### src/inc/ucp_cfg.svh
// register offsets, field positions and reset values of the channel pair
`ifndef UCP_CFG_SVH
`define UCP_CFG_SVH
`define UCP_OFF_RX_DIV    8'h00
`define UCP_OFF_TX_DIV    8'h04
`define UCP_OFF_CHAN_CFG  8'h08
`define UCP_OFF_LEVEL     8'h0C
`define UCP_OFF_OE        8'h10
`define UCP_OFF_LATCH     8'h14
`define UCP_OFF_DIR       8'h18
`define UCP_OFF_FLAGS     8'h1C
`define UCP_OFF_MASK      8'h20
`define UCP_OFF_START     8'h24
`define UCP_OFF_STATUS    8'h28
`define UCP_OFF_TX_DATA   8'h2C
`define UCP_OFF_RX_DATA   8'h30
`define UCP_DIV_LSB       9
`define UCP_CFG_TXE       15
`define UCP_CFG_RXE       14
`define UCP_CFG_STS       12
`define UCP_CFG_PAR_LSB   8
`define UCP_CFG_STOP_LSB  4
`define UCP_CFG_LEN_LSB   0
`define UCP_PIN_TX        4
`define UCP_PIN_RX        5
`define UCP_FLAG_ERR      5
`define UCP_FLAG_REND     2
`define UCP_FLAG_TEND     1
`define UCP_RST_DIV       7'h00
`define UCP_RST_LEVEL     1'b1
`define UCP_RST_DIR       8'hFF
`define UCP_RST_LATCH     8'h00
`define UCP_RST_MASK      8'hFF
`endif

### src/inc/ucp_pkg.sv
// types of the channel pair
package ucp_pkg;
    typedef enum logic [1:0] {UCP_TX_IDLE = 2'b01, UCP_TX_BUSY = 2'b10} ucp_tx_st_t;
    typedef enum logic [1:0] {UCP_RX_IDLE = 2'b01, UCP_RX_BUSY = 2'b10} ucp_rx_st_t;
    typedef struct packed {
        logic [7:0] cnt;
    } ucp_baud_t;
    typedef struct packed {
        logic [6:0]  rx_div;
        logic [6:0]  tx_div;
        logic        txe;
        logic        rxe;
        logic        sts;
        logic [1:0]  par;
        logic [1:0]  stop;
        logic [1:0]  len;
        logic        level;
        logic        soe;
        logic [7:0]  latch;
        logic [7:0]  dir;
        logic [7:0]  mask;
        logic        f_err;
        logic        f_rend;
        logic        f_tend;
        logic [1:0]  op;
        logic        rx_arm;
        ucp_tx_st_t  tx_st;
        logic [12:0] tx_sh;
        logic [3:0]  tx_cnt;
        ucp_rx_st_t  rx_st;
        logic [12:0] rx_sh;
        logic [3:0]  rx_cnt;
        logic [8:0]  rx_data;
        logic        rx_full;
        logic        rx_prev;
        logic [7:0]  sync1;
        logic [7:0]  sync2;
        logic        dp_wr;
        logic        rd_pend;
        logic [7:0]  dp_addr;
        logic [31:0] hrdata;
        logic        hready;
        logic [7:0]  pin_out;
        logic [7:0]  pin_oe;
        logic [2:0]  irq;
    } ucp_state_t;
endpackage

### src/inc/ucp_baud_if.sv
// divider setting and bit tick between an engine and its baud generator
`timescale 1ns/1ns
`default_nettype none
interface ucp_baud_if;
    logic [6:0] div;
    logic       restart;
    logic       half;
    logic       tick;
    modport gen  (input div, input restart, input half, output tick);
    modport user (output div, output restart, output half, input tick);
endinterface
`default_nettype wire

### src/rtl/ucp_baud_gen.sv
// bit-rate tick generator, one tick per 2*(div+1) clocks
`timescale 1ns/1ns
`default_nettype none
module ucp_baud_gen (
    input  wire logic hclk,
    input  wire logic hresetn,
    ucp_baud_if.gen   bi
);
    ucp_pkg::ucp_baud_t s_q;
    ucp_pkg::ucp_baud_t s_d;
    logic [8:0]         gap;
    logic               seen;

    always_comb begin
        s_d = s_q;
        if (bi.restart) begin
            s_d.cnt = bi.half ? {1'b0, bi.div} : {bi.div, 1'b1};
        end else if (s_q.cnt == 8'h00) begin
            s_d.cnt = {bi.div, 1'b1};
        end else begin
            s_d.cnt = s_q.cnt - 8'h01;
        end
    end

    assign bi.tick = !bi.restart && (s_q.cnt == 8'h00);

    always_ff @(posedge hclk or negedge hresetn) begin
        if (!hresetn) begin
            s_q <= '0;
        end else begin
            s_q <= s_d;
        end
    end

    // spacing watch for the period check
    always_ff @(posedge hclk or negedge hresetn) begin
        if (!hresetn) begin
            gap  <= 9'h000;
            seen <= 1'b0;
        end else begin
            gap  <= (bi.tick || bi.restart) ? 9'h000 : gap + 9'h001;
            seen <= bi.restart ? 1'b0 : (bi.tick | seen);
        end
    end
endmodule // ucp_baud_gen
`default_nettype wire

### src/rtl/ucp_channel_pair.sv
// asynchronous serial transmit/receive channel pair with AHB-Lite registers
`timescale 1ns/1ns
`default_nettype none
`include "ucp_cfg.svh"
module ucp_channel_pair (
    input  wire logic        hclk,
    input  wire logic        hresetn,
    input  wire logic        hsel,
    input  wire logic [31:0] haddr,
    input  wire logic [1:0]  htrans,
    input  wire logic        hwrite,
    input  wire logic [2:0]  hsize,
    input  wire logic [31:0] hwdata,
    input  wire logic        hready,
    output logic      [31:0] hrdata,
    output logic             hreadyout,
    output logic             hresp,
    input  wire logic [7:0]  pin_in,
    output logic      [7:0]  pin_out,
    output logic      [7:0]  pin_oe,
    output logic             irq_rx_error,
    output logic             irq_rx_end,
    output logic             irq_tx_end
);
    ucp_pkg::ucp_state_t s_q;
    ucp_pkg::ucp_state_t s_d;
    logic [31:0]         rd;
    logic                tx_done;
    logic                rx_done;
    logic                rx_bad;
    logic                rx_bit;
    logic [16:0]         fr;
    logic [12:0]         smp;
    logic [12:0]         vm;
    logic [8:0]          rdat;
    logic [3:0]          rx_len;
    logic                hresp_q;

    ucp_baud_if tx_b ();
    ucp_baud_if rx_b ();

    assign tx_b.div     = s_q.tx_div;
    assign tx_b.restart = (s_q.tx_st == ucp_pkg::UCP_TX_IDLE);
    assign tx_b.half    = 1'b0;
    assign rx_b.div     = s_q.rx_div;
    assign rx_b.restart = (s_q.rx_st == ucp_pkg::UCP_RX_IDLE);
    assign rx_b.half    = 1'b1;

    ucp_baud_gen u_tx_baud (
        .hclk    (hclk),
        .hresetn (hresetn),
        .bi      (tx_b)
    );

    ucp_baud_gen u_rx_baud (
        .hclk    (hclk),
        .hresetn (hresetn),
        .bi      (rx_b)
    );

    // number of data bits for a length code
    function automatic logic [3:0] ucp_nd(input logic [1:0] len);
        return (len == 2'b01) ? 4'h9 : ((len == 2'b10) ? 4'h7 : 4'h8);
    endfunction

    // frame image, lsb first, padded with idle ones; bit count on top
    function automatic logic [16:0] ucp_frame(input logic [8:0] d, input logic [1:0] len,
                                              input logic [1:0] par, input logic [1:0] stop);
        logic [12:0] b;
        logic [3:0]  n;
        logic [3:0]  pos;
        logic        p;
        n    = ucp_nd(len);
        b    = 13'h1FFF;
        b[0] = 1'b0;
        p    = 1'b0;
        for (int i = 0; i < 9; i++) begin
            if (i < int'(n)) begin
                b[i+1] = d[i];
                p      = p ^ d[i];
            end
        end
        pos = n + 4'h1;
        if (par != 2'b00) begin
            b[pos] = (par == 2'b01) ? 1'b0 : ((par == 2'b10) ? p : ~p);
            pos    = pos + 4'h1;
        end
        // prohibited stop code 11 sends one stop bit
        pos = pos + ((stop == 2'b10) ? 4'h2 : ((stop == 2'b00) ? 4'h0 : 4'h1));
        return {pos, b};
    endfunction

    always_comb begin
        s_d     = s_q;
        rd      = 32'h0000_0000;
        tx_done = 1'b0;
        rx_done = 1'b0;
        rx_bad  = 1'b0;
        rx_bit  = s_q.sync2[`UCP_PIN_RX];
        smp     = s_q.rx_sh;
        vm      = 13'h0000;
        rdat    = 9'h000;
        fr      = ucp_frame(9'h000, s_q.len, s_q.par, s_q.stop);
        rx_len  = fr[16:13];

        s_d.sync1   = pin_in;
        s_d.sync2   = s_q.sync1;
        s_d.rx_prev = s_q.sync2[`UCP_PIN_RX];

        // address phase; reads take one wait state
        s_d.dp_wr   = 1'b0;
        s_d.rd_pend = 1'b0;
        s_d.hready  = 1'b1;
        if (hsel && hready && htrans[1]) begin
            s_d.dp_addr = haddr[7:0];
            s_d.dp_wr   = hwrite;
            s_d.rd_pend = !hwrite;
            s_d.hready  = hwrite;
        end

        case (s_q.dp_addr)
            `UCP_OFF_RX_DIV:   rd[15:`UCP_DIV_LSB] = s_q.rx_div;
            `UCP_OFF_TX_DIV:   rd[15:`UCP_DIV_LSB] = s_q.tx_div;
            `UCP_OFF_CHAN_CFG: begin
                rd[`UCP_CFG_TXE] = s_q.txe;
                rd[`UCP_CFG_RXE] = s_q.rxe;
                rd[`UCP_CFG_STS] = s_q.sts;
                rd[`UCP_CFG_PAR_LSB+:2]  = s_q.par;
                rd[`UCP_CFG_STOP_LSB+:2] = s_q.stop;
                rd[`UCP_CFG_LEN_LSB+:2]  = s_q.len;
            end
            `UCP_OFF_LEVEL:    rd[0] = s_q.level;
            `UCP_OFF_OE:       rd[0] = s_q.soe;
            `UCP_OFF_LATCH:    rd[7:0] = s_q.latch;
            `UCP_OFF_DIR:      rd[7:0] = s_q.dir;
            `UCP_OFF_FLAGS: begin
                rd[`UCP_FLAG_ERR]  = s_q.f_err;
                rd[`UCP_FLAG_REND] = s_q.f_rend;
                rd[`UCP_FLAG_TEND] = s_q.f_tend;
            end
            `UCP_OFF_MASK:     rd[7:0] = s_q.mask;
            `UCP_OFF_STATUS: begin
                rd[1:0] = s_q.op;
                rd[2]   = (s_q.tx_st == ucp_pkg::UCP_TX_BUSY);
                rd[3]   = (s_q.rx_st == ucp_pkg::UCP_RX_BUSY);
                rd[4]   = s_q.rx_full;
            end
            `UCP_OFF_RX_DATA:  rd[8:0] = s_q.rx_data;
            default:           rd = 32'h0000_0000;
        endcase
        if (s_q.rd_pend) begin
            s_d.hrdata = rd;
            if (s_q.dp_addr == `UCP_OFF_RX_DATA) begin
                s_d.rx_full = 1'b0;
            end
        end

        // write data phase
        if (s_q.dp_wr) begin
            case (s_q.dp_addr)
                `UCP_OFF_RX_DIV:   s_d.rx_div = hwdata[15:`UCP_DIV_LSB];
                `UCP_OFF_TX_DIV:   s_d.tx_div = hwdata[15:`UCP_DIV_LSB];
                `UCP_OFF_CHAN_CFG: begin
                    s_d.txe  = hwdata[`UCP_CFG_TXE];
                    s_d.rxe  = hwdata[`UCP_CFG_RXE];
                    s_d.sts  = hwdata[`UCP_CFG_STS];
                    s_d.par  = hwdata[`UCP_CFG_PAR_LSB+:2];
                    s_d.stop = hwdata[`UCP_CFG_STOP_LSB+:2];
                    s_d.len  = hwdata[`UCP_CFG_LEN_LSB+:2];
                end
                `UCP_OFF_LEVEL:    s_d.level = hwdata[0];
                `UCP_OFF_OE:       s_d.soe = hwdata[0];
                `UCP_OFF_LATCH:    s_d.latch = hwdata[7:0];
                `UCP_OFF_DIR:      s_d.dir = hwdata[7:0];
                `UCP_OFF_FLAGS: begin
                    s_d.f_err  = hwdata[`UCP_FLAG_ERR];
                    s_d.f_rend = hwdata[`UCP_FLAG_REND];
                    s_d.f_tend = hwdata[`UCP_FLAG_TEND];
                end
                `UCP_OFF_MASK:     s_d.mask = hwdata[7:0];
                `UCP_OFF_START: begin
                    s_d.op = s_q.op | hwdata[1:0];
                    if (hwdata[1] && !s_q.sts) begin
                        s_d.rx_arm = 1'b1;
                    end
                end
                `UCP_OFF_TX_DATA: begin
                    if (s_q.op[0] && s_q.txe && (s_q.tx_st == ucp_pkg::UCP_TX_IDLE)) begin
                        {s_d.tx_cnt, s_d.tx_sh} = ucp_frame(hwdata[8:0], s_q.len,
                                                            s_q.par, s_q.stop);
                        s_d.tx_st = ucp_pkg::UCP_TX_BUSY;
                    end
                end
                default: ;
            endcase
        end

        // transmitter
        unique case (s_q.tx_st)
            ucp_pkg::UCP_TX_IDLE: ;
            ucp_pkg::UCP_TX_BUSY: begin
                if (tx_b.tick) begin
                    s_d.tx_sh  = {1'b1, s_q.tx_sh[12:1]};
                    s_d.tx_cnt = s_q.tx_cnt - 4'h1;
                    if (s_q.tx_cnt == 4'h1) begin
                        s_d.tx_st = ucp_pkg::UCP_TX_IDLE;
                        tx_done   = 1'b1;
                    end
                end
            end
        endcase

        // receiver
        unique case (s_q.rx_st)
            ucp_pkg::UCP_RX_IDLE: begin
                if (s_q.op[1] && s_q.rxe &&
                    ((s_q.sts && s_q.rx_prev && !rx_bit) || s_q.rx_arm)) begin
                    s_d.rx_st  = ucp_pkg::UCP_RX_BUSY;
                    s_d.rx_cnt = 4'h0;
                    s_d.rx_arm = 1'b0;
                end
            end
            ucp_pkg::UCP_RX_BUSY: begin
                if (rx_b.tick) begin
                    smp[s_q.rx_cnt] = rx_bit;
                    s_d.rx_sh  = smp;
                    s_d.rx_cnt = s_q.rx_cnt + 4'h1;
                    if (s_q.rx_cnt == rx_len - 4'h1) begin
                        for (int i = 0; i < 9; i++) begin
                            if (i < int'(ucp_nd(s_q.len))) begin
                                rdat[i] = smp[i+1];
                            end
                        end
                        fr = ucp_frame(rdat, s_q.len, s_q.par, s_q.stop);
                        vm = 13'h1FFF >> (4'hD - rx_len);
                        if (s_q.par == 2'b01) begin
                            vm[ucp_nd(s_q.len) + 4'h1] = 1'b0;
                        end
                        // start and stop positions must match, and parity too except for parity code 01
                        rx_bad      = (|((fr[12:0] ^ smp) & vm)) || s_q.rx_full;
                        rx_done     = 1'b1;
                        s_d.rx_data = rdat;
                        s_d.rx_full = 1'b1;
                        s_d.rx_st   = ucp_pkg::UCP_RX_IDLE;
                    end
                end
            end
        endcase

        // set wins over a software clear in the same cycle
        s_d.f_tend = s_d.f_tend | tx_done;
        s_d.f_rend = s_d.f_rend | rx_done;
        s_d.f_err  = s_d.f_err | rx_bad;

        s_d.irq = {s_q.f_err & ~s_q.mask[`UCP_FLAG_ERR],
                   s_q.f_rend & ~s_q.mask[`UCP_FLAG_REND],
                   s_q.f_tend & ~s_q.mask[`UCP_FLAG_TEND]};

        s_d.pin_oe  = ~s_q.dir;
        s_d.pin_out = s_q.latch;
        if (s_q.soe) begin
            s_d.pin_out[`UCP_PIN_TX] = (s_q.tx_st == ucp_pkg::UCP_TX_BUSY) ?
                                       s_q.tx_sh[0] : s_q.level;
        end
    end

    always_ff @(posedge hclk or negedge hresetn) begin
        if (!hresetn) begin
            s_q        <= '0;
            s_q.rx_div <= `UCP_RST_DIV;
            s_q.tx_div <= `UCP_RST_DIV;
            s_q.level  <= `UCP_RST_LEVEL;
            s_q.latch  <= `UCP_RST_LATCH;
            s_q.dir    <= `UCP_RST_DIR;
            s_q.mask   <= `UCP_RST_MASK;
            s_q.tx_st  <= ucp_pkg::UCP_TX_IDLE;
            s_q.rx_st  <= ucp_pkg::UCP_RX_IDLE;
            s_q.sync1  <= 8'hFF;
            s_q.sync2  <= 8'hFF;
            s_q.rx_prev <= 1'b1;
            s_q.hready <= 1'b1;
            s_q.pin_out <= `UCP_RST_LATCH;
            hresp_q    <= 1'b0;
        end else begin
            s_q        <= s_d;
            hresp_q    <= 1'b0;
        end
    end

    assign hrdata       = s_q.hrdata;
    assign hreadyout    = s_q.hready;
    assign hresp        = hresp_q;
    assign pin_out      = s_q.pin_out;
    assign pin_oe       = s_q.pin_oe;
    assign irq_rx_error = s_q.irq[2];
    assign irq_rx_end   = s_q.irq[1];
    assign irq_tx_end   = s_q.irq[0];
endmodule // ucp_channel_pair
`default_nettype wire

### config.mk
export PLATFORM = sky130hd
export DESIGN_NAME = ucp_channel_pair
export DESIGN_NICKNAME = d
export VERILOG_FILES = /design/src/inc/ucp_pkg.sv /design/src/inc/ucp_baud_if.sv /design/src/rtl/ucp_baud_gen.sv /design/src/rtl/ucp_channel_pair.sv
export VERILOG_INCLUDE_DIRS = /design/src /design/src/inc
export SDC_FILE = /design/constraint.sdc
export NUM_CORES = 1
export LEC_CHECK = 0
export ABC_AREA = 1
export BUFFER_PORTS_ARGS = -buffer_cell sky130_fd_sc_hd__clkbuf_2
export CELL_PAD_IN_SITES_DETAIL_PLACEMENT = 0
export CELL_PAD_IN_SITES_GLOBAL_PLACEMENT = 1
export CORE_MARGIN = 5
export CORE_UTILIZATION = 30
export CTS_CLUSTER_SIZE = 10
export DETAILED_ROUTE_END_ITERATION = 6
export PLACE_DENSITY = 0.57
export SLEW_MARGIN = 40
export SYNTH_ARGS = -nofsm -noshare
export SYNTH_HDL_FRONTEND = slang
export SYNTH_SLANG_ARGS = --single-unit
### constraint.sdc
create_clock -name hclk -period 7.1 [get_ports hclk]
set_input_delay 1.42 -clock hclk [delete_from_list [all_inputs] [get_ports hclk]]
set_output_delay 1.42 -clock hclk [all_outputs]
set_load 0.05 [all_outputs]
# Word-level counts from Yosys, hierarchy flattened
# Cells that the tools add are included.
word_totals:
  register_bits: 178
op_classes:
  addsub: 10
  order_cmp: 13
  n_shift: 1
  muxes: 256
  n_eq_ne: 26
  reduce_logical: 39
  bitwise: 33
ops:
  columns: ["operator", "n"]
  rows:
  - ["$mux 1", 202]
  - ["$mux 13", 9]
  - ["$mux 19", 4]
  - ["$eq 8x6->1 const B", 5]
  - ["$bwmux 13", 3]
  - ["$eq 8x5->1 const B", 4]
  - ["$mux 8", 4]
  - ["$mux 29", 1]
  - ["$mux 4", 7]
  - ["$and 13x13->13", 2]
  - ["$mux 25", 1]
  - ["$logic_not 8->1", 3]
  - ["$reduce_and 2->1", 11]
  - ["$mux 10", 2]
  - ["$pmux 1 s6", 3]
  - ["$eq 8x4->1 const B", 2]
  - ["$lt 3x4->1 const A", 4]
  - ["$sub 8x1->8 const B", 2]
  - ["$xor 1x1->1", 16]
  - ["$logic_and 1x1->1", 13]
  - ["$not 13->13", 1]
  - ["$reduce_or 13->1", 1]
  - ["$shr 13x4->13 const A", 1]
  - ["$xor 13x13->13", 1]
  - ["38 further kinds", 76]

# Depth between registers and ports, before layout
# Gate-level depths: netlist of run 1.
depth:
  depth_word: 68
  mapped_depth: 22

# Modules after synthesis
# From an unflattened synthesis of run 1, not the netlist that was laid out.
hier_totals:
  hier_cells: 1206
  area_unflattened_um2: 9515.4
by_module_without_submodules:
  columns: ["mod", "n_inst", "cells_per_inst", "area_per_inst_um2", "seq_area_each_um2"]
  rows:
  - ["ucp_channel_pair", 1, 1016, 8204.1, 3832.4]
  - ["ucp_baud_gen", 2, 95, 655.6, 200.2]

# Least setup slack after synthesis of run 1
# No wires, ideal clock.
synth_timing:
  path_kind: "reg-to-reg"
  start: "reg s_q[159] (netlist name)"
  end: "reg s_q[132] (netlist name)"
  stages_incl_launch_ff: 23
  setup_slack_ns: 3.853
  t_arrival_ns: 3.182
  period_less_slack_ns: 3.247
  t_required_ns: 7.035
  setup_time_ns: 0.065
  cell_sequence: "dfrtp_1 > inv_1 > ha_1 > inv_1 > nor2_1 > nor2_1 > ha_1 > inv_1 > fa_1 > xor2_1 > inv_1 > ha_1 > inv_1 > ha_1 > nor2_1 > inv_1 > a211oi_1 > o21ai_0 > o2111ai_1 > nor2_1 > nand2_1 > o21ai_1 > nand2_1"
synth_rtl:
  columns: ["element", "line", "text"]
  rows:
  - ["from (decl)", "ucp_channel_pair.sv:25", "ucp_pkg::ucp_state_t s_q;"]

==> results.tsv, run 1 <==
stage	metric	value	unit
grt	grt_overflow_total	0	
layout	fin_cells	1478	
setup_path	rr_endpoint	s_q[132]$_DFF_PN0_	
clocking	htreeDepth	4	
sta	max_freq	0.244	GHz
sta	drv_slew	0	
sta	setup_viol	0	
sta	rsz0062_at_grt	no	
setup_path	reg2reg_setup_slack	3000	ps
routing	num_vias	6830	
logic_synthesis	synth.area.top_cells	dfrtp_1, nand2_1, dfstp_2, o21ai_0, inv_1	
min_path	min_to	rx_bit$_DFF_PN1_	
logic_synthesis	synth_cell_types	44	
setup_path	reg2reg_depth	18	
min_path	min_from	s_d[67]$_DFF_PN1_	
logic_synthesis	synth-main-ff-cell	dfrtp_1	
clocking	cts_root_buf	clkbuf_16	
place	gp_congestion	0.810	
clocking	clk_pin_slew	80	ps
sta	final_hold_viol_count	0	
sta	fin_crit	4100	ps
setup_path	cp_data_required_time	7480	ps
grt	grt_start_max_net_pins	60	
setup_path	worstReg2RegStart	s_q[159]$_DFFE_PN0P_	
setup_path	worstPathArrival	4480	ps
clocking	hold_buffers	0	
layout	drive_gt1_share	13.6	%
setup_path	cp_cell_sequence	inv_1, ha_1, inv_1, nor2_1, nor2_1, ha_1, inv_1, fa_1, ha_1, nand2_1, nand2_1, xor2_1, xor2_1, nor2_1, nand2_1, inv_1, o21ai_1, nand2_1	
place	dp_cells	1446	
routing	antenna_left	0	
layout	area_growth	11.8	%
place	portBuffers	66	
place	placement.setup.worst_slack	2990	ps
power_and_ir_drop	p_leak	4.77	nW
setup_path	cp-start-kind	flop	
clocking	clockBufferDepth	2	
sta	tns	0	ps
layout	diodes	0	
setup_path	critical_path.max_fanout	15	
floorplanning	num_rows	62	
clocking	cts_buffers	17	
setup_path	critPathSlowestCell	fa_1	
logic_synthesis	synth_top_area_share	41.8	%
clocking	post_cts.repair.setup_buffers	0	
grt	grt_pass1_wl	39900	um
sta	min_period_over_period	57.7	%
floorplanning	start_util	30.3	%
grt	antenna_found_initial	1	
floorplanning	chipHeight	180	um
power_and_ir_drop	power_density	229	mW/mm^2
clocking	cts_resized	0	
logic_synthesis	ys_warn_count	0	
status	status	finished clean	
logic_synthesis	ys_ff_latch	168	
logic_synthesis	ys_seq_area_share	48.8	%
setup_path	cp-end-kind	flop	
floorplanning	die_width	180	um
logic_synthesis	syn_inst	1048	
power_and_ir_drop	ir_worst_vdd	0.000157	V
layout	fin_nets	1188	
routing	drc	0	
routing	first_pass_iters	5	
clocking	clock_latency	440	ps
clocking	cts_sinks	168	
routing	routed_via_density	4.62	
job	cap_violations	0	
sta	finalClockSkew	13.7	ps
routing	wl	24800	um
routing	post_drt_wl_per_cell	16.8	um
logic_synthesis	synth-edff-count	0	
floorplanning	num_io_pins	135	
logic_synthesis	syn_area	0.00867	mm^2
setup_path	crit_type	reg2reg	
setup_path	max_stage_delay	520	ps
place	dp.final_hpwl	18800	um
routing	drtIter0Drc	501	
grt	grt_pass1_vias	6814	
floorplanning	dieArea	0.0324	mm^2
logic_synthesis	async_flop_share	100	%
grt	grt.total_usage	15.5	%
logic_synthesis	syn_avg_cell_area	8.27	um^2
min_path	hp-class	reg2reg	
floorplanning	core	0.0286	mm^2
min_path	hold_depth	0	
sta	worst_pin_slew	762	ps
clocking	cts_tree	built	
logic_synthesis	yosysTopAreaCell	dfrtp_1	
sta	slew-limit-headroom	49.0	%
sta	fin_ws	3000	ps
==> cell usage after synthesis (2+ instances only) <==
master,number
nor2_4,2
ha_1,24
o22ai_1,26
o211ai_1,6
buf_4,51
nand4_1,6
o21ai_1,8
o31ai_1,2
a31oi_1,8
nand2_1,221
a22o_1,2
a41oi_1,2
nand3_2,2
clkinv_1,2
inv_2,3
o221a_2,4
or2_2,2
o21ai_0,112
nor2_1,81
xnor2_1,9
xor2_1,15
dfrtp_1,145
nor3_1,15
clkbuf_1,16
nor4_1,2
a211oi_1,4
a21oi_1,37
buf_2,3
mux2_2,4
nor2_2,2
dfstp_2,23
inv_1,148
nand3_1,48
a221oi_1,3
==> cell type report <==
| type | count | area (um^2) |
|---|---|---|
| Clock inverter | 15 | 153 |
| Sequential cell | 168 | 4230 |
| Timing Repair Buffer | 69 | 367 |
| Inverter | 154 | 581 |
| Clock buffer | 17 | 425 |
| Multi-Input combinational cell | 671 | 3460 |
| Tap cell | 384 | 480 |
| Fill cell | 3050 | 18900 |
==> cells by family (layout without fill, tap and decap cells) <==
kind of cell | count (synthesis) | in the layout | synth area share, %
AND/OR/NAND/NOR | 384 | 384 | 18.3
buffers and inverters | 225 | 255 | 12.1
AO/OA/AOI/OAI | 217 | 217 | 14.1
flip-flops | 168 | 168 | 48.8
adder cells (fa/ha/maj) | 25 | 25 | 3.69
XOR/XNOR | 24 | 24 | 2.42
multiplexers | 4 | 4 | 0.519
other | 1 | 17 | 0.0432
==> worst max-delay path by stage <==
| stage | cells past startpoint | from | endpoint | slack (ps) |
|---|---|---|---|---|
| CTS | 18 | s_q[159]$_DFFE_PN0P_ | s_q[132]$_DFF_PN0_ | 2970 |
| floorplan | 22 | s_q[159]$_DFFE_PN0P_ | s_q[132]$_DFF_PN0_ | 3850 |
| global placement | 19 | s_q[159]$_DFFE_PN0P_ | s_q[132]$_DFF_PN0_ | 3030 |
| global route | 17 | s_q[159]$_DFFE_PN0P_ | s_q[132]$_DFF_PN0_ | 2590 |
| finish | 18 | s_q[159]$_DFFE_PN0P_ | s_q[132]$_DFF_PN0_ | 3000 |
| detailed placement | 19 | s_q[159]$_DFFE_PN0P_ | s_q[132]$_DFF_PN0_ | 2990 |
==> layout by cell type, fill, tap and decap left out, types with 5 or more instances in the layout <==
cell / netlist / final
nor2_1: 81 / 78
a21oi_1: 37 / 37
o21ai_0: 112 / 112
inv_8: 0 / 5
clkbuf_16: 0 / 17
nor3_1: 15 / 15
o21ai_1: 8 / 8
o211ai_1: 6 / 6
xor2_1: 15 / 15
nand4_1: 6 / 6
inv_6: 0 / 5
o22ai_1: 26 / 26
nand3_1: 48 / 48
nor2_2: 2 / 5
ha_1: 24 / 24
conb_1: 1 / 17
nand2_1: 221 / 221
clkbuf_2: 0 / 65
a31oi_1: 8 / 8
dfrtp_1: 145 / 145
dfstp_2: 23 / 23
inv_1: 148 / 148
xnor2_1: 9 / 9
==> metrics by stage <==
stage / util, % / area (um^2) / total power [W] / hold slack [ps]
final: 33.9 / 9700 / 0.00222 / 359
after global routing: 33.9 / 9700 / 0.00232 / 363
after CTS: 33.8 / 9690 / 0.00225 / 362
after detailed placement: 31.8 / 9110 / 0.00131 / 351
after global placement: 31.8 / 9100 / 0.00131 / 352
after floorplan: - / 8730 / 0.00124 / 345
==> worst max-delay path: cells and delay by family, from the launching register on <==
kind	cells	cell delay, ps
fa+ha+maj	4	1340
simple gates	7	1190
buf+inv	4	620
flops	1	410
xor+xnor	2	300
compound gates	1	190
==> report_power, final <==
| group | internal, W | switching [W] |
|---|---|---|
| Clock | 0.000471 | 0.000459 |
| Sequential | 0.00100 | 0.0000312 |
| Combinational | 0.0000716 | 0.000181 |
==> metal layers <==
layer,track usage (%),routed length (um),vias to the layer above
met4,3.93,320,2
met2,24.8,11400,140
met5,0,20,-
li1,-,-,3413
met1,21.9,12100,3252
met3,2.99,968,23
==> sequential cells by signal, indices dropped and copies added, names as in the netlist, 7 cells and up <==
signal,flops
rx_b.div,7
u_tx_baud.s_q,8
s_d,8
hrdata,16
s_q,93
tx_b.div,7
pin_oe,8
u_rx_baud.s_q,8
pin_out,8
(Power assumes the default switching activity.)
==> inputs of run 2 (changes only) <==
- PLACE_DENSITY: 0.57 -> 0.59
- clock period: 7.1 -> 3.4 ns (I/O delays scaled with it)
==> results.tsv, run 2 (synthesized netlist as in run 1, its figures left out) <==
stage	metric	value	unit	change
sta	tns	0	ps	unchanged
clocking	cts_buffers	17		unchanged
sta	min_period_over_period	95.1	%	was 57.7%
routing	drc	0		unchanged
setup_path	worstReg2RegStart	s_q[160]$_DFFE_PN0P_		was s_q[159]$_DFFE_PN0P_
grt	grt_pass1_wl	39300	um	was 39,900 um
setup_path	cp-start-kind	flop		unchanged
clocking	clk_pin_slew	70	ps	was 80 ps
job	cap_violations	0		unchanged
layout	final_util	35.1	%	was 33.9%
place	placed_area	0.00938	mm^2	was 0.00911 mm^2
setup_path	max_stage_delay	450	ps	was 520 ps
power_and_ir_drop	p_comb_share	12.3	%	was 11.4%
power_and_ir_drop	power	0.00467	W	was 0.00222 W
layout	regMostFlops	s_q		unchanged
status	status	finished clean		unchanged
floorplanning	die_width	180	um	unchanged
power_and_ir_drop	p_leak	4.96	nW	was 4.77 nW
floorplanning	dieArea	0.0324	mm^2	unchanged
setup_path	rr_endpoint	s_q[86]$_DFFE_PN0P_		was s_q[132]$_DFF_PN0_
routing	routed_via_density	4.55		was 4.62
sta	drv_slew	0		unchanged
layout	area_growth	16.0	%	was 11.8%
setup_path	reg2reg_setup_slack	170	ps	was 3000 ps
setup_path	critPathSlowestCell	dfrtp_2		was fa_1
power_and_ir_drop	power_switching_share	30.1	%	was 30.3%
place	dp_cells	1479		was 1,446
sta	final_hold_viol_count	0		unchanged
clocking	cts_tree	built		unchanged
setup_path	critPathTopFamily	adder cells		unchanged
sta	fin_crit	3230	ps	was 4100 ps
grt	grt_overflow_total	0		unchanged
grt	grt_pass1_vias	6814		unchanged
setup_path	critical_path.max_fanout	14		was 15
clocking	htreeDepth	4		unchanged
place	gp_congestion	0.802		was 0.810
floorplanning	start_util	30.3	%	unchanged
sta	finalClockSkew	17.2	ps	was 13.7 ps
clocking	clockBufferDepth	2		unchanged
power_and_ir_drop	seqPwrFrac	46.3	%	was 46.7%
floorplanning	num_io_pins	135		unchanged
sta	worst_pin_slew	705	ps	was 762 ps
setup_path	crit_start	s_q[160]$_DFFE_PN0P_		was s_q[159]$_DFFE_PN0P_
grt	grt.total_usage	15.3	%	was 15.5%
power_and_ir_drop	power_density	465	mW/mm^2	was 229 mW/mm^2
setup_path	crit_path_frequent_cell	nand2_1		
grt	antenna_found_initial	0		was 1
routing	wl	24600	um	was 24,800 um
place	portBuffers	66		unchanged
clocking	cts_root_buf	clkbuf_16		unchanged
layout	final_cell_mix	nand2_1, dfrtp_1, inv_1		was nand2_1, inv_1, dfrtp_1
routing	antenna_left	0		unchanged
layout	design_area	0.0101	mm^2	was 0.00970 mm^2
clocking	cts_sinks	168		unchanged
power_and_ir_drop	power.switching	0.00141	W	was 0.000671 W
setup_path	worstPathArrival	3560	ps	was 4480 ps
min_path	hp-class	in2async		was reg2reg
setup_path	cp_cell_sequence	ha_4, inv_2, nor2_4, nor2_2, ha_2, inv_2, fa_2, xor2_2, buf_4, ha_1, nand2_1, nand2_1, xor2_1, xor2_1, nor2_2, nand2_1, buf_4, o31ai_1		was inv_1, ha_1, inv_1, nor2_1, nor2_1, ha_1, inv_1, fa_1, ha_1, nand2_1, nand2_1, xor2_1, xor2_1, nor2_1, nand2_1, inv_1, o21ai_1, nand2_1
routing	drtIter0Drc	444		was 501
floorplanning	num_rows	62		unchanged
setup_path	reg2reg_depth	18		unchanged
sta	setup_viol	0		unchanged
layout	fin_cells	1514		was 1,478
setup_path	cp-end-kind	flop		unchanged
power_and_ir_drop	p_int	0.00327	W	was 0.00155 W
power_and_ir_drop	ir_worst_vdd	0.000319	V	was 0.000157 V
floorplanning	chipHeight	180	um	unchanged
sta	slew-limit-headroom	52.9	%	was 49.0%
clocking	clock_latency	430	ps	was 440 ps
floorplanning	core	0.0286	mm^2	unchanged
layout	final_common_cell	nand2_1		unchanged
setup_path	cp.buffers_inverters	4		unchanged
layout	diodes	0		unchanged
layout	largest_reg_flops	93		unchanged
setup_path	cp_data_required_time	3730	ps	was 7480 ps
routing	num_vias	6883		was 6,830
power_and_ir_drop	p_clk_share	41.4	%	was 41.9%
routing	post_drt_wl_per_cell	16.2	um	was 16.8 um
sta	max_freq	0.309	GHz	was 0.244 GHz
place	dp.final_hpwl	18900	um	was 18,800 um
setup_path	crit_type	reg2reg		unchanged
grt	grt_start_max_net_pins	67		was 60
layout	fin_nets	1224		was 1,188
routing	first_pass_iters	7		was 5
layout	drive_gt1_share	17.9	%	was 13.6%
sta	rsz0062_at_grt	yes		was no
-- run 2: cell types whose count changed in the layout (fill, tap and decap cells not counted), moves of 3 or more --
cell      before  now
buf_4          1   37
clkinv_4       0    4
ha_1          24   20
inv_1        148  142
inv_2          3    9
nor2_1        78   75
nor2_4         2    5
o21ai_0      112  109
-- run 2: worst register-to-register path, delay by kind of cell, from the launching register on --
kind,cells,cell delay (ps)
xor gates and xnor gates,3,500
buffers and inverters,4,480
adders and majority gates,4,1000
DFF,1,450
AOI/OAI and AO/OA,1,200
and+or+nand+nor,6,500
-- run 2: through the flow --
stage                     hold slack (ps)  setup slack (ps)
after global placement                347             -45.8
after detailed placement              347             -68.8
after global routing                  313             -36.9
final                                 287               166
after CTS                             302              28.9
after floorplan                       345               153
-- run 2: layout make-up --
cell class                 instances  area, um^2
tap                              384         480
clock inverter                    14         150
fill                            2981       18600
multi-input combinational        671        3530
inverter                         154         581
timing repair buffer             105         654
clock buffer                      18         429
sequential                       168        4230
-- run 2: power by group through the flow --
| stage | combinational [W] | clock, W | sequential [W] |
|---|---|---|---|
| finish | 0.000577 | 0.00193 | 0.00216 |
| global route | 0.000645 | 0.00207 | 0.00218 |
| CTS | 0.000566 | 0.00199 | 0.00216 |
| detailed placement | 0.000562 | 0 | 0.00220 |
| global placement | 0.000560 | 0 | 0.00220 |
| floorplan | 0.000403 | 0 | 0.00219 |
-- run 2: routing by layer --
metal | GRT usage [%] | vias to the layer above | wire length (um)
li1 | - | 3476 | -
met1 | 21.6 | 3275 | 12100
met2 | 24.6 | 117 | 11400
met3 | 2.64 | 15 | 826
met4 | 3.45 | 0 | 270
met5 | 0 | - | 0
-- run 2: how the worst max path moves through the flow --
stage                                endpoint  slack, ps  cells after the start
after floorplan            s_q[132]$_DFF_PN0_        150                     22
after global placement     s_q[132]$_DFF_PN0_        -50                     20
after detailed placement   s_q[132]$_DFF_PN0_        -70                     21
after CTS                  s_q[132]$_DFF_PN0_         30                     20
after global routing       s_q[132]$_DFF_PN0_        -40                     21
final                     s_q[86]$_DFFE_PN0P_        170                     18
-- run 2: repair_timing --
item / in CTS / in global routing
endpoints found under the setup margin: 4 / 13
resized for setup: 3 / 23
pin swaps: 0 / 13
hold buffers: 0 / 0
buffers inserted: 0 / 3
